==> config.mk <==
export PLATFORM = sky130hd
export DESIGN_NAME = analog_probe_and_cal_select
export DESIGN_NICKNAME = d
export VERILOG_FILES = /design/src/shared/probe_pkg.sv /design/src/rtl/analog_probe_and_cal_select.sv
export VERILOG_INCLUDE_DIRS = /design/src /design/src/shared
export SDC_FILE = /design/constraint.sdc
export NUM_CORES = 1
export LEC_CHECK = 0
export BUFFER_PORTS_ARGS = -buffer_cell sky130_fd_sc_hd__buf_4
export CORE_UTILIZATION = 30
export DETAILED_ROUTE_END_ITERATION = 10
export PLACE_DENSITY = 0.49
export SLEW_MARGIN = 40
export SYNTH_ARGS = -nofsm -noshare
export SYNTH_HDL_FRONTEND = slang
export SYNTH_SLANG_ARGS = --single-unit
==> constraint.sdc <==
create_clock -name sys_clk_in -period 5.45 [get_ports sys_clk_in]
set_input_delay 1.3625 -clock sys_clk_in [delete_from_list [all_inputs] [get_ports sys_clk_in]]
set_output_delay 1.3625 -clock sys_clk_in [all_outputs]
set_load 0.05 [all_outputs]
==> src/shared/probe_defs.svh <==
// constants for the analog probe and calibration select block
// assumes a serial command decoder that delivers decoded command strobes
//
// Function
// node select picks which internal analog node drives the output pin
// duration codes 0 to 14 hold the node for 2^N+1 byte times
// code 15 holds the node forever, reception returns after 32769 bytes; here any later command other than readout ends it
// calibration select 0..4 picks config, offset, offset tc, span, span tc
// host never loads calibration with select code 5 or 6 to 15; the bench does so with dare set, and the block ignores such loads
// host should load default coefficients first to avoid overload
// readout command releases the serial pin and routes the node out
// calibration load copies the 16-bit holding value to the chosen register
// finite readout end restores amplifier output and command reception
`ifndef PROBE_DEFS_SVH
`define PROBE_DEFS_SVH

`define NODE_AMP_OUT 4'h0
`define NODE_BRIDGE_DRIVE 4'h1
`define NODE_BRIDGE_ISRC 4'h2
`define DUR_CONTINUOUS 4'hf
`define CONT_REENABLE_BYTES 16'h8001
`define LAST_BIT_INDEX 3'h7
`define CAL_SEL_CONFIG 4'h0
`define CAL_SEL_OFFSET 4'h1
`define CAL_SEL_OFFSET_TC 4'h2
`define CAL_SEL_SPAN 4'h3
`define CAL_SEL_SPAN_TC 4'h4
`define NODE_SELECT_RESET 4'h0
`define DURATION_RESET 4'h0
`define CAL_SELECT_RESET 4'h0
`define CAL_VALUE_RESET 16'h0000

`endif

==> src/shared/probe_pkg.sv <==
// types shared by the analog probe and calibration select block
// assumes nothing beyond the constants header
`default_nettype none
package probe_pkg;

    typedef enum logic [1:0] {
        PROBE_IDLE = 2'b00,
        PROBE_TIMED = 2'b01,
        PROBE_CONT = 2'b10
    } probe_state_e;

    // one decoded command; at most one strobe high per cycle
    typedef struct packed {
        logic load_node;
        logic load_duration;
        logic load_cal_select;
        logic readout;
        logic cal_load;
        logic [3:0] nibble;
    } probe_cmd_s;

    typedef struct packed {
        logic [15:0] config_reg;
        logic [15:0] offset_dac;
        logic [15:0] offset_tempco_dac;
        logic [15:0] span_dac;
        logic [15:0] span_tempco_dac;
    } cal_bank_s;

endpackage
`default_nettype wire

==> src/rtl/analog_probe_and_cal_select.sv <==
// analog readout node and timing control, calibration register loads
// assumes decoded command strobes and a learned bit period in clock cycles
`timescale 1ns/1ns
`default_nettype none
`include "probe_defs.svh"

module analog_probe_and_cal_select #(
    parameter int BIT_PERIOD_W = 16
) (
    input wire logic sys_clk_in,
    input wire logic rst_b_in,
    input wire probe_pkg::probe_cmd_s cmd_in,
    input wire logic [15:0] data_holding_reg_in,
    input wire logic [BIT_PERIOD_W-1:0] bit_period_in,
    output logic [3:0] analog_node_out,
    output logic serial_drive_allow_out,
    output logic rx_enable_out,
    output logic readout_active_out,
    output probe_pkg::cal_bank_s cal_bank_out
);
    import probe_pkg::*;

    logic [3:0] analog_node_select;
    logic [3:0] analog_readout_duration;
    logic [3:0] calibration_register_select;
    probe_state_e state;
    probe_state_e next_state;
    logic [BIT_PERIOD_W-1:0] cycle_cnt;
    logic [2:0] bit_idx;
    logic [15:0] byte_cnt;
    logic byte_tick;
    logic accept;
    logic timed_expire;
    logic cont_release;

    // byte count for a duration code
    function automatic logic [15:0] duration_bytes(input logic [3:0] code);
        logic [15:0] pow;
        pow = 16'h0001 << code;
        duration_bytes = pow + 16'h0001;
    endfunction

    // commands only reach us while reception is enabled
    assign accept = rx_enable_out;
    assign byte_tick = (state != PROBE_IDLE)
        && (cycle_cnt == bit_period_in - BIT_PERIOD_W'(1))
        && (bit_idx == `LAST_BIT_INDEX);
    // finite duration end
    assign timed_expire = (state == PROBE_TIMED) && byte_tick
        && (byte_cnt + 16'h0001
            == duration_bytes(analog_readout_duration));
    // reception back after fixed count
    assign cont_release = (state == PROBE_CONT) && byte_tick
        && (byte_cnt + 16'h0001 == `CONT_REENABLE_BYTES);

    always_ff @(posedge sys_clk_in or negedge rst_b_in)
    begin
        if (!rst_b_in)
        begin
            analog_node_select <= `NODE_SELECT_RESET;
            analog_readout_duration <= `DURATION_RESET;
            calibration_register_select <= `CAL_SELECT_RESET;
        end
        else if (accept)
        begin
            if (cmd_in.load_node)
                analog_node_select <= cmd_in.nibble;
            if (cmd_in.load_duration)
                analog_readout_duration <= cmd_in.nibble;
            if (cmd_in.load_cal_select)
                calibration_register_select <= cmd_in.nibble;
        end
    end

    always_comb
    begin
        next_state = state;
        unique case (state)
            PROBE_IDLE:
            begin
                // readout start
                if (accept && cmd_in.readout)
                begin
                    if (analog_readout_duration == `DUR_CONTINUOUS)
                        next_state = PROBE_CONT;
                    else
                        next_state = PROBE_TIMED;
                end
            end
            PROBE_TIMED:
            begin
                // return to amplifier
                if (timed_expire)
                    next_state = PROBE_IDLE;
            end
            PROBE_CONT:
            begin
                // any command other than readout after release ends continuous readout
                if (accept && (cmd_in.load_node || cmd_in.load_duration
                    || cmd_in.load_cal_select || cmd_in.cal_load))
                    next_state = PROBE_IDLE;
            end
            default:
                next_state = PROBE_IDLE;
        endcase
    end

    always_ff @(posedge sys_clk_in or negedge rst_b_in)
    begin
        if (!rst_b_in)
            state <= PROBE_IDLE;
        else
            state <= next_state;
    end

    // bit and byte divider
    always_ff @(posedge sys_clk_in or negedge rst_b_in)
    begin
        if (!rst_b_in)
        begin
            cycle_cnt <= '0;
            bit_idx <= 3'h0;
            byte_cnt <= 16'h0000;
        end
        else if (state == PROBE_IDLE || next_state == PROBE_IDLE)
        begin
            cycle_cnt <= '0;
            bit_idx <= 3'h0;
            byte_cnt <= 16'h0000;
        end
        else if (cycle_cnt == bit_period_in - BIT_PERIOD_W'(1))
        begin
            cycle_cnt <= '0;
            bit_idx <= bit_idx + 3'h1;
            if (byte_tick && byte_cnt != `CONT_REENABLE_BYTES)
                byte_cnt <= byte_cnt + 16'h0001;
        end
        else
            cycle_cnt <= cycle_cnt + BIT_PERIOD_W'(1);
    end

    // node routing and pin control
    always_ff @(posedge sys_clk_in or negedge rst_b_in)
    begin
        if (!rst_b_in)
        begin
            analog_node_out <= `NODE_AMP_OUT;
            serial_drive_allow_out <= 1'b1;
            rx_enable_out <= 1'b1;
            readout_active_out <= 1'b0;
        end
        else
        begin
            readout_active_out <= (next_state != PROBE_IDLE);
            serial_drive_allow_out <= (next_state == PROBE_IDLE);
            if (next_state == PROBE_IDLE)
                analog_node_out <= `NODE_AMP_OUT;
            else
                analog_node_out <= analog_node_select;
            if (next_state == PROBE_IDLE || cont_release)
                rx_enable_out <= 1'b1;
            else if (next_state == PROBE_TIMED || state == PROBE_IDLE)
                rx_enable_out <= 1'b0;
        end
    end

    // calibration register load
    always_ff @(posedge sys_clk_in or negedge rst_b_in)
    begin
        if (!rst_b_in)
            cal_bank_out <= {5{`CAL_VALUE_RESET}};
        else if (accept && cmd_in.cal_load)
        begin
            // select decode, reserved codes ignored
            unique case (calibration_register_select)
                `CAL_SEL_CONFIG:
                    cal_bank_out.config_reg <= data_holding_reg_in;
                `CAL_SEL_OFFSET:
                    cal_bank_out.offset_dac <= data_holding_reg_in;
                `CAL_SEL_OFFSET_TC:
                    cal_bank_out.offset_tempco_dac <= data_holding_reg_in;
                `CAL_SEL_SPAN:
                    cal_bank_out.span_dac <= data_holding_reg_in;
                `CAL_SEL_SPAN_TC:
                    cal_bank_out.span_tempco_dac <= data_holding_reg_in;
                default:
                    cal_bank_out <= cal_bank_out;
            endcase
        end
    end

    a_idle_node_amp: assert property (@(posedge sys_clk_in)
        disable iff (!rst_b_in)
        (state == PROBE_IDLE) |-> (analog_node_out == `NODE_AMP_OUT)
            && rx_enable_out && serial_drive_allow_out)
        else $error("idle state does not show amplifier output");

    a_readout_release_pin: assert property (@(posedge sys_clk_in)
        disable iff (!rst_b_in)
        (state == PROBE_IDLE && accept && cmd_in.readout) |=>
            !serial_drive_allow_out && !rx_enable_out
            && analog_node_out == $past(analog_node_select))
        else $error("readout did not release pin or route node");

    a_node_held_timed: assert property (@(posedge sys_clk_in)
        disable iff (!rst_b_in)
        (state != PROBE_IDLE) |-> analog_node_out == analog_node_select)
        else $error("selected node not on output during readout");

    a_timed_byte_count: assert property (@(posedge sys_clk_in)
        disable iff (!rst_b_in)
        (state == PROBE_TIMED && $past(state) == PROBE_IDLE
            && analog_readout_duration == 4'h0)
        |-> (state == PROBE_TIMED)[*8])
        else $error("two byte readout ended too soon");

    a_timed_expire_idle: assert property (@(posedge sys_clk_in)
        disable iff (!rst_b_in)
        timed_expire |=> state == PROBE_IDLE && rx_enable_out
            && $past(byte_cnt) == duration_bytes(analog_readout_duration)
                - 16'h0001)
        else $error("finite readout did not end at its byte count");

    a_cont_reenable: assert property (@(posedge sys_clk_in)
        disable iff (!rst_b_in)
        cont_release |=> rx_enable_out && state == PROBE_CONT
            && !serial_drive_allow_out)
        else $error("continuous readout did not re-enable reception");

    a_cont_rx_off: assert property (@(posedge sys_clk_in)
        disable iff (!rst_b_in)
        (state == PROBE_CONT && byte_cnt < 16'h8000 && $past(state) ==
            PROBE_CONT) |-> !rx_enable_out)
        else $error("reception came back early in continuous mode");

    a_cal_load_span: assert property (@(posedge sys_clk_in)
        disable iff (!rst_b_in)
        (accept && cmd_in.cal_load
            && calibration_register_select == `CAL_SEL_SPAN)
        |=> cal_bank_out.span_dac == $past(data_holding_reg_in)
            && $stable(cal_bank_out.offset_dac))
        else $error("span load did not copy holding value");

    a_cal_select_offset: assert property (@(posedge sys_clk_in)
        disable iff (!rst_b_in)
        (accept && cmd_in.cal_load
            && calibration_register_select == `CAL_SEL_OFFSET)
        |=> cal_bank_out.offset_dac == $past(data_holding_reg_in)
            && $stable(cal_bank_out.span_dac))
        else $error("offset select decoded wrongly");

endmodule
`default_nettype wire

# ---- Yosys cells after proc, flatten, opt, wreduce, memory -nomap -nowiden
# Index checks and enable logic that the tools add are counted.
dict set report totals {
  inputBits 43
  reg_bits 136
}
dict set report op_classes {
  eq_ne 13
  muxes 15
  shift 1
  n_reduce_logical 33
  add_sub_neg 5
}
# cell n
set op_table {}
lappend op_table {{$mux W16} 5}
lappend op_table {{$add A16 B1 Y16 const B} 3}
lappend op_table {{$eq A16 B16 Y1} 2}
lappend op_table {{$reduce_and A2 Y1} 9}
lappend op_table {{$eq A16 B16 Y1 const B} 1}
lappend op_table {{$ne A16 B16 Y1 const B} 1}
lappend op_table {{$shl A1 B4 Y16 const A} 1}
lappend op_table {{$sub A16 B1 Y16 const B} 1}
lappend op_table {{$logic_and A1 B1 Y1} 10}
lappend op_table {{$reduce_bool A2 Y1} 5}
lappend op_table {{$eq A4 B2 Y1 const B} 2}
lappend op_table {{$mux W2} 4}
lappend op_table {{$logic_or A1 B1 Y1} 6}
lappend op_table {{$mux W3} 2}
lappend op_table {{$pmux W2 S3} 1}
lappend op_table {{$eq A2 B1 Y1 const B} 2}
lappend op_table {{$eq A4 B1 Y1 const B} 1}
lappend op_table {{$eq A4 B3 Y1 const B} 1}
lappend op_table {{$eq A4 B4 Y1 const B} 1}
lappend op_table {{$logic_not A2 Y1} 2}
lappend op_table {{$logic_not A4 Y1} 1}
lappend op_table {{$mux W4} 1}
lappend op_table {{$add A3 B1 Y3 const B} 1}
lappend op_table {{$eq A3 B3 Y1 const B} 1}
lappend op_table {{other kinds (2)} 3}

# ---- Depth between registers and ports, before layout
dict set report logic_depth {
  word_depth 12
  ltp_mapped 13
}

# ---- Worst setup path after synthesis
# OpenSTA, ideal clock, no wires.
dict set report synth_path {
  kind {input -> register}
  from {in bit_period_in[0]}
  to {reg bit_idx[0]}
  arrival_ns 3.830
  t_required_ns 5.331
  n_path_buf 2
  cell_stages 12
  path_slack_ns 1.501
  setup_time_ns 0.119
  cell_sequence {inv_1 -> ha_1 -> or4b_1 -> buf_2 -> o32ai_1 -> and4bb_1 -> nand4_4 -> nor4_4 -> o2111ai_4 -> nand2_4 -> buf_6 -> nor2_1}
}
dict set report synth_via {
  elab_chain_len 11
  elab_cells_between_ends 12
  classes_between {add/sub (1); eq/ne (1); mux (3); reduce/logical (7)}
}
# element line_no
set synth_lines {}
lappend synth_lines {{from (decl)} analog_probe_and_cal_select.sv:14} ;# input wire logic [BIT_PERIOD_W-1:0] bit_period_in,
lappend synth_lines {{$sub A16 B1 Y16 *} {analog_probe_and_cal_select.sv:46, analog_probe_and_cal_select.sv:131}}
lappend synth_lines {{$eq A16 B16 Y1 *} {analog_probe_and_cal_select.sv:46, analog_probe_and_cal_select.sv:131}}
lappend synth_lines {{$logic_and A1 B1 Y1} analog_probe_and_cal_select.sv:46} ;# && (cycle_cnt == bit_period_in - BIT_PERIOD_W'(1))
lappend synth_lines {{$logic_and A1 B1 Y1} analog_probe_and_cal_select.sv:45} ;# assign byte_tick = (state != PROBE_IDLE)
lappend synth_lines {{$logic_and A1 B1 Y1} analog_probe_and_cal_select.sv:49} ;# assign timed_expire = (state == PROBE_TIMED) && byte_tick
lappend synth_lines {{$logic_and A1 B1 Y1} analog_probe_and_cal_select.sv:50} ;# && (byte_cnt + 16'h0001
lappend synth_lines {{$mux W2} analog_probe_and_cal_select.sv:93} ;# if (timed_expire)
lappend synth_lines {{$pmux W2 S3} analog_probe_and_cal_select.sv:78} ;# unique case (state)
lappend synth_lines {{$logic_not A2 Y1} analog_probe_and_cal_select.sv:125} ;# else if (state == PROBE_IDLE || next_state == PROBE_IDLE)
lappend synth_lines {{$logic_or A1 B1 Y1} analog_probe_and_cal_select.sv:125}
lappend synth_lines {{$mux W3 / $reduce_bool A2 Y1 (equally long branches)} n/a}
lappend synth_lines {{to (signal assigned)} analog_probe_and_cal_select.sv:134} ;# bit_idx <= bit_idx + 3'h1;
lappend synth_lines {{to (decl)} analog_probe_and_cal_select.sv:29} ;# logic [2:0] bit_idx;
# Every way passes the cells marked *; elsewhere a longest branch is shown, timed or not.
# A chain may end at the register's enable or synchronous reset.

# ---- Final worst setup path
dict set report layout_path {
  from {in bit_period_in[0]}
  to {reg byte_cnt[13]}
}
dict set report layout_via {
  elab_chain_len 12
  elab_cells_between_ends 15
  classes_between {add/sub (1); eq/ne (1); mux (3); reduce/logical (10)}
}
# element line_no
set layout_lines {}
lappend layout_lines {{$sub A16 B1 Y16 *} {analog_probe_and_cal_select.sv:46, analog_probe_and_cal_select.sv:131}}
lappend layout_lines {{$eq A16 B16 Y1 *} {analog_probe_and_cal_select.sv:46, analog_probe_and_cal_select.sv:131}}
lappend layout_lines {{$logic_and A1 B1 Y1} analog_probe_and_cal_select.sv:46}
lappend layout_lines {{$logic_and A1 B1 Y1} analog_probe_and_cal_select.sv:45}
lappend layout_lines {{$logic_and A1 B1 Y1} analog_probe_and_cal_select.sv:49}
lappend layout_lines {{$logic_and A1 B1 Y1} analog_probe_and_cal_select.sv:50}
lappend layout_lines {{$mux W2} analog_probe_and_cal_select.sv:93}
lappend layout_lines {{$pmux W2 S3} analog_probe_and_cal_select.sv:78}
lappend layout_lines {{$logic_not A2 Y1} analog_probe_and_cal_select.sv:125}
lappend layout_lines {{$logic_or A1 B1 Y1} analog_probe_and_cal_select.sv:125}
lappend layout_lines {{$reduce_bool A2 Y1 (no source line)} n/a}
lappend layout_lines {{$reduce_and A2 Y1 (no source line)} n/a}
lappend layout_lines {{to (signal assigned)} analog_probe_and_cal_select.sv:136} ;# byte_cnt <= byte_cnt + 16'h0001;
lappend layout_lines {{to (decl)} analog_probe_and_cal_select.sv:30} ;# logic [15:0] byte_cnt;
# Marked as above.

==> reports/summary.txt <==
initial antenna violation count: 0
hold_ws: 0.491 ns
met2 GRT Util: 0.259
register area: 3410 um^2
core area: 22800 um^2
Starting Density: 0.309
HPWL after DPL: 13200 um
Tmin final: 4.05 ns
worst min path class: reg2reg
Slew headroom: 0.544
main flop type after synthesis: dfrtp_1
Placed Instance Area: 8370 um^2
GRT busiest layer: met2
number of hold buffers added after CTS: 0
nets@finish: 805
PD cells: 549 nW/um^2
worst-margin pin slew: 0.677 ns
Routed WL: 18200 um
CP Data Required Time: 5.74 ns
CTS tree: yes
Worst Setup Path Type: in2reg
row cnt: 55
drt drc: 0
Peak VDD IR: 0.334 mV
chip width: 155 um
TNS Setup: 0 ns
Setup crit end kind: register
met3 Use GR: 0.0588
Final Cell Area: 8960 um^2
status: complete, no violations
FF+latch count, synth: 136
latest clock arrival within the worst-skew pair: 0.42 ns
Root Buffer: clkbuf_16
Mean Syn Cell Area: 11.2 um^2
drt pass-1 iters: 4
EDFF count, synth: 0
PortBufs: 129
Congestion Overflow GR: 0
area of the multi-input gates: 3480 um^2
clk slew on worst S/H paths: 0.06 ns
Final period util: 0.742
Sink Count: 136
boundary pin count: 130
Post-Syn Instances: 628
post-route ant nets: 0
vias in the first global route: 5596
share of flip-flops with an asynchronous set or reset: 1.00
pin count of the biggest net entering global routing: 101
CP Launch Type: input port
crit path max fanout: 14
YS warnings: 0
Inserted Clock Buffers: 17
met1 GRT Util: 0.186
initial drt markers: 208
mapped cell area: 7050 um^2
Synth Net Count: 679
Final Max Slew Viols: 0
synth unique cells: 70
Peak Freq: 0.247 GHz
fraction of layout cells with a size suffix above 1: 0.366
H-tree depth: 4
post-CTS setup buffers: 0
crit path DAT: 4.34 ns
P_leak: 4.07 nW
n_diodes: 0
average via count per standard cell: 4.90
Resized cells post-CTS: 0
Hold Fails Final Rpt: 0
Area Growth Syn to Fin: 27.2%
first-pass GRT wire length: 29600 um
Die ar.: 24100 um^2
DR WL/cell: 16.9 um
sequential area share after synthesis: 0.483
GPL Wtd Cong: 0.851
RSZ-0062 raised after global routing: false
die height: 155 um
largest buffer count on any clock path: 2
max cap viols: 0
via count: 5296
# fillers: 2270
total global-route track usage: 0.157
worst clock skew: 0.0161 ns
endpoints failing setup: 0
## registers in the layout (all words and copies together), names as in the netlist
register / count
cal_bank_out: 80
byte_cnt: 16
bit_idx: 3
serial_drive_allow_out: 1
analog_node_out: 4
calibration_register_select: 4
cycle_cnt: 16
state: 2
rx_enable_out: 1
readout_active_out: 1
analog_readout_duration: 4
analog_node_select: 4
## where the power goes
part	switching, mW	total [mW]	internal [mW]
Combinational	1.44	2.19	0.745
Clock	0.495	1.11	0.614
Sequential	0.265	1.62	1.35
Total	2.20	4.92	2.71
## cell families (layout without fill, tap and decap cells)
| family | count (synthesis) | count (layout) | synth area share |
|---|---|---|---|
| XOR/XNOR | 68 | 68 | 0.0886 |
| AO/OA/AOI/OAI | 61 | 61 | 0.0628 |
| AND/OR/NAND/NOR | 213 | 213 | 0.171 |
| flip-flops | 136 | 136 | 0.483 |
| buffers and inverters | 44 | 183 | 0.0254 |
| adder cells (fa/ha/maj) | 8 | 8 | 0.0142 |
| multiplexers | 98 | 98 | 0.155 |
## critical path, cell delays in order
cell and delay [ns]:
buf_4 0.14, inv_1 0.05, ha_1 0.21, or4b_1 0.60, o32ai_1 0.33, and4bb_1 0.28, nand4_4 0.15, nor4_4 0.28
buf_4 0.25, or4b_1 0.47, xor2_1 0.18, nor2_2 0.04
## worst paths after layout
check	start	to	slack, ns	cells after the start
min reg2reg	analog_node_select[0]	analog_node_out[0]	0.49	1
min	analog_node_select[0]	analog_node_out[0]	0.49	1
max in group asynchronous	rst_b_in	serial_drive_allow_out	3.50	3
min in group asynchronous	rst_b_in	cycle_cnt[13]	0.78	1
max reg2reg	analog_readout_duration[3]	analog_node_out[1]	1.84	10
max	bit_period_in[0]	byte_cnt[13]	1.41	12
## synth_stat cells, drive strengths merged (8+ instances only)
library cell  count  share of area
nor4             16          0.018
o21ai            12         0.0085
dfrtp           134           0.48
a21oi            12          0.010
nor2             44          0.024
nand2            41          0.023
ha                8          0.014
nor3             16          0.012
clkbuf           24          0.013
mux2             92           0.15
and3              9         0.0080
nand4            10          0.011
or3               9         0.0080
xnor2            35          0.043
xor2             31          0.039
inv              14         0.0075
nand3            24          0.017
## routing by layer
layer	part of all wire	up-vias
met1	0.43	2647
met4	0.014	0
met5	0	-
met3	0.075	17
met2	0.48	133
li1	-	2499
## stage by stage
| step | power (mW) | cells | worst slack, ns | utilization |
|---|---|---|---|---|
| after floorplan | 3.11 | 628 | 1.50 | - |
| after CTS | 4.97 | 1079 | 1.39 | 0.391 |
| after detailed placement | 3.83 | 1047 | 0.929 | 0.366 |
| after global placement | 3.79 | 1043 | 1.06 | 0.364 |
| after global routing | 5.16 | 1080 | 1.26 | 0.392 |
| final | 4.92 | 1080 | 1.41 | 0.392 |
## placed cells by master (no fill, tap or decap), drive strengths merged, types with 16 or more instances in the layout
cell type	count
xnor2	35
nand3	24
dfrtp	134
nor2	44
nor4	16
inv	23
buf	137
xor2	31
nand2	41
nor3	16
clkbuf	18
mux2	92
## area by class of cell
type,count,share of cell area
timing repair buffer,137,0.119
inverter,14,0.00586
sequential,136,0.380
tap,313,0.0437
clock inverter,14,0.0141
multi-input combinational,448,0.388
clock buffer,18,0.0490
Power figures use the tool's default switching activity.
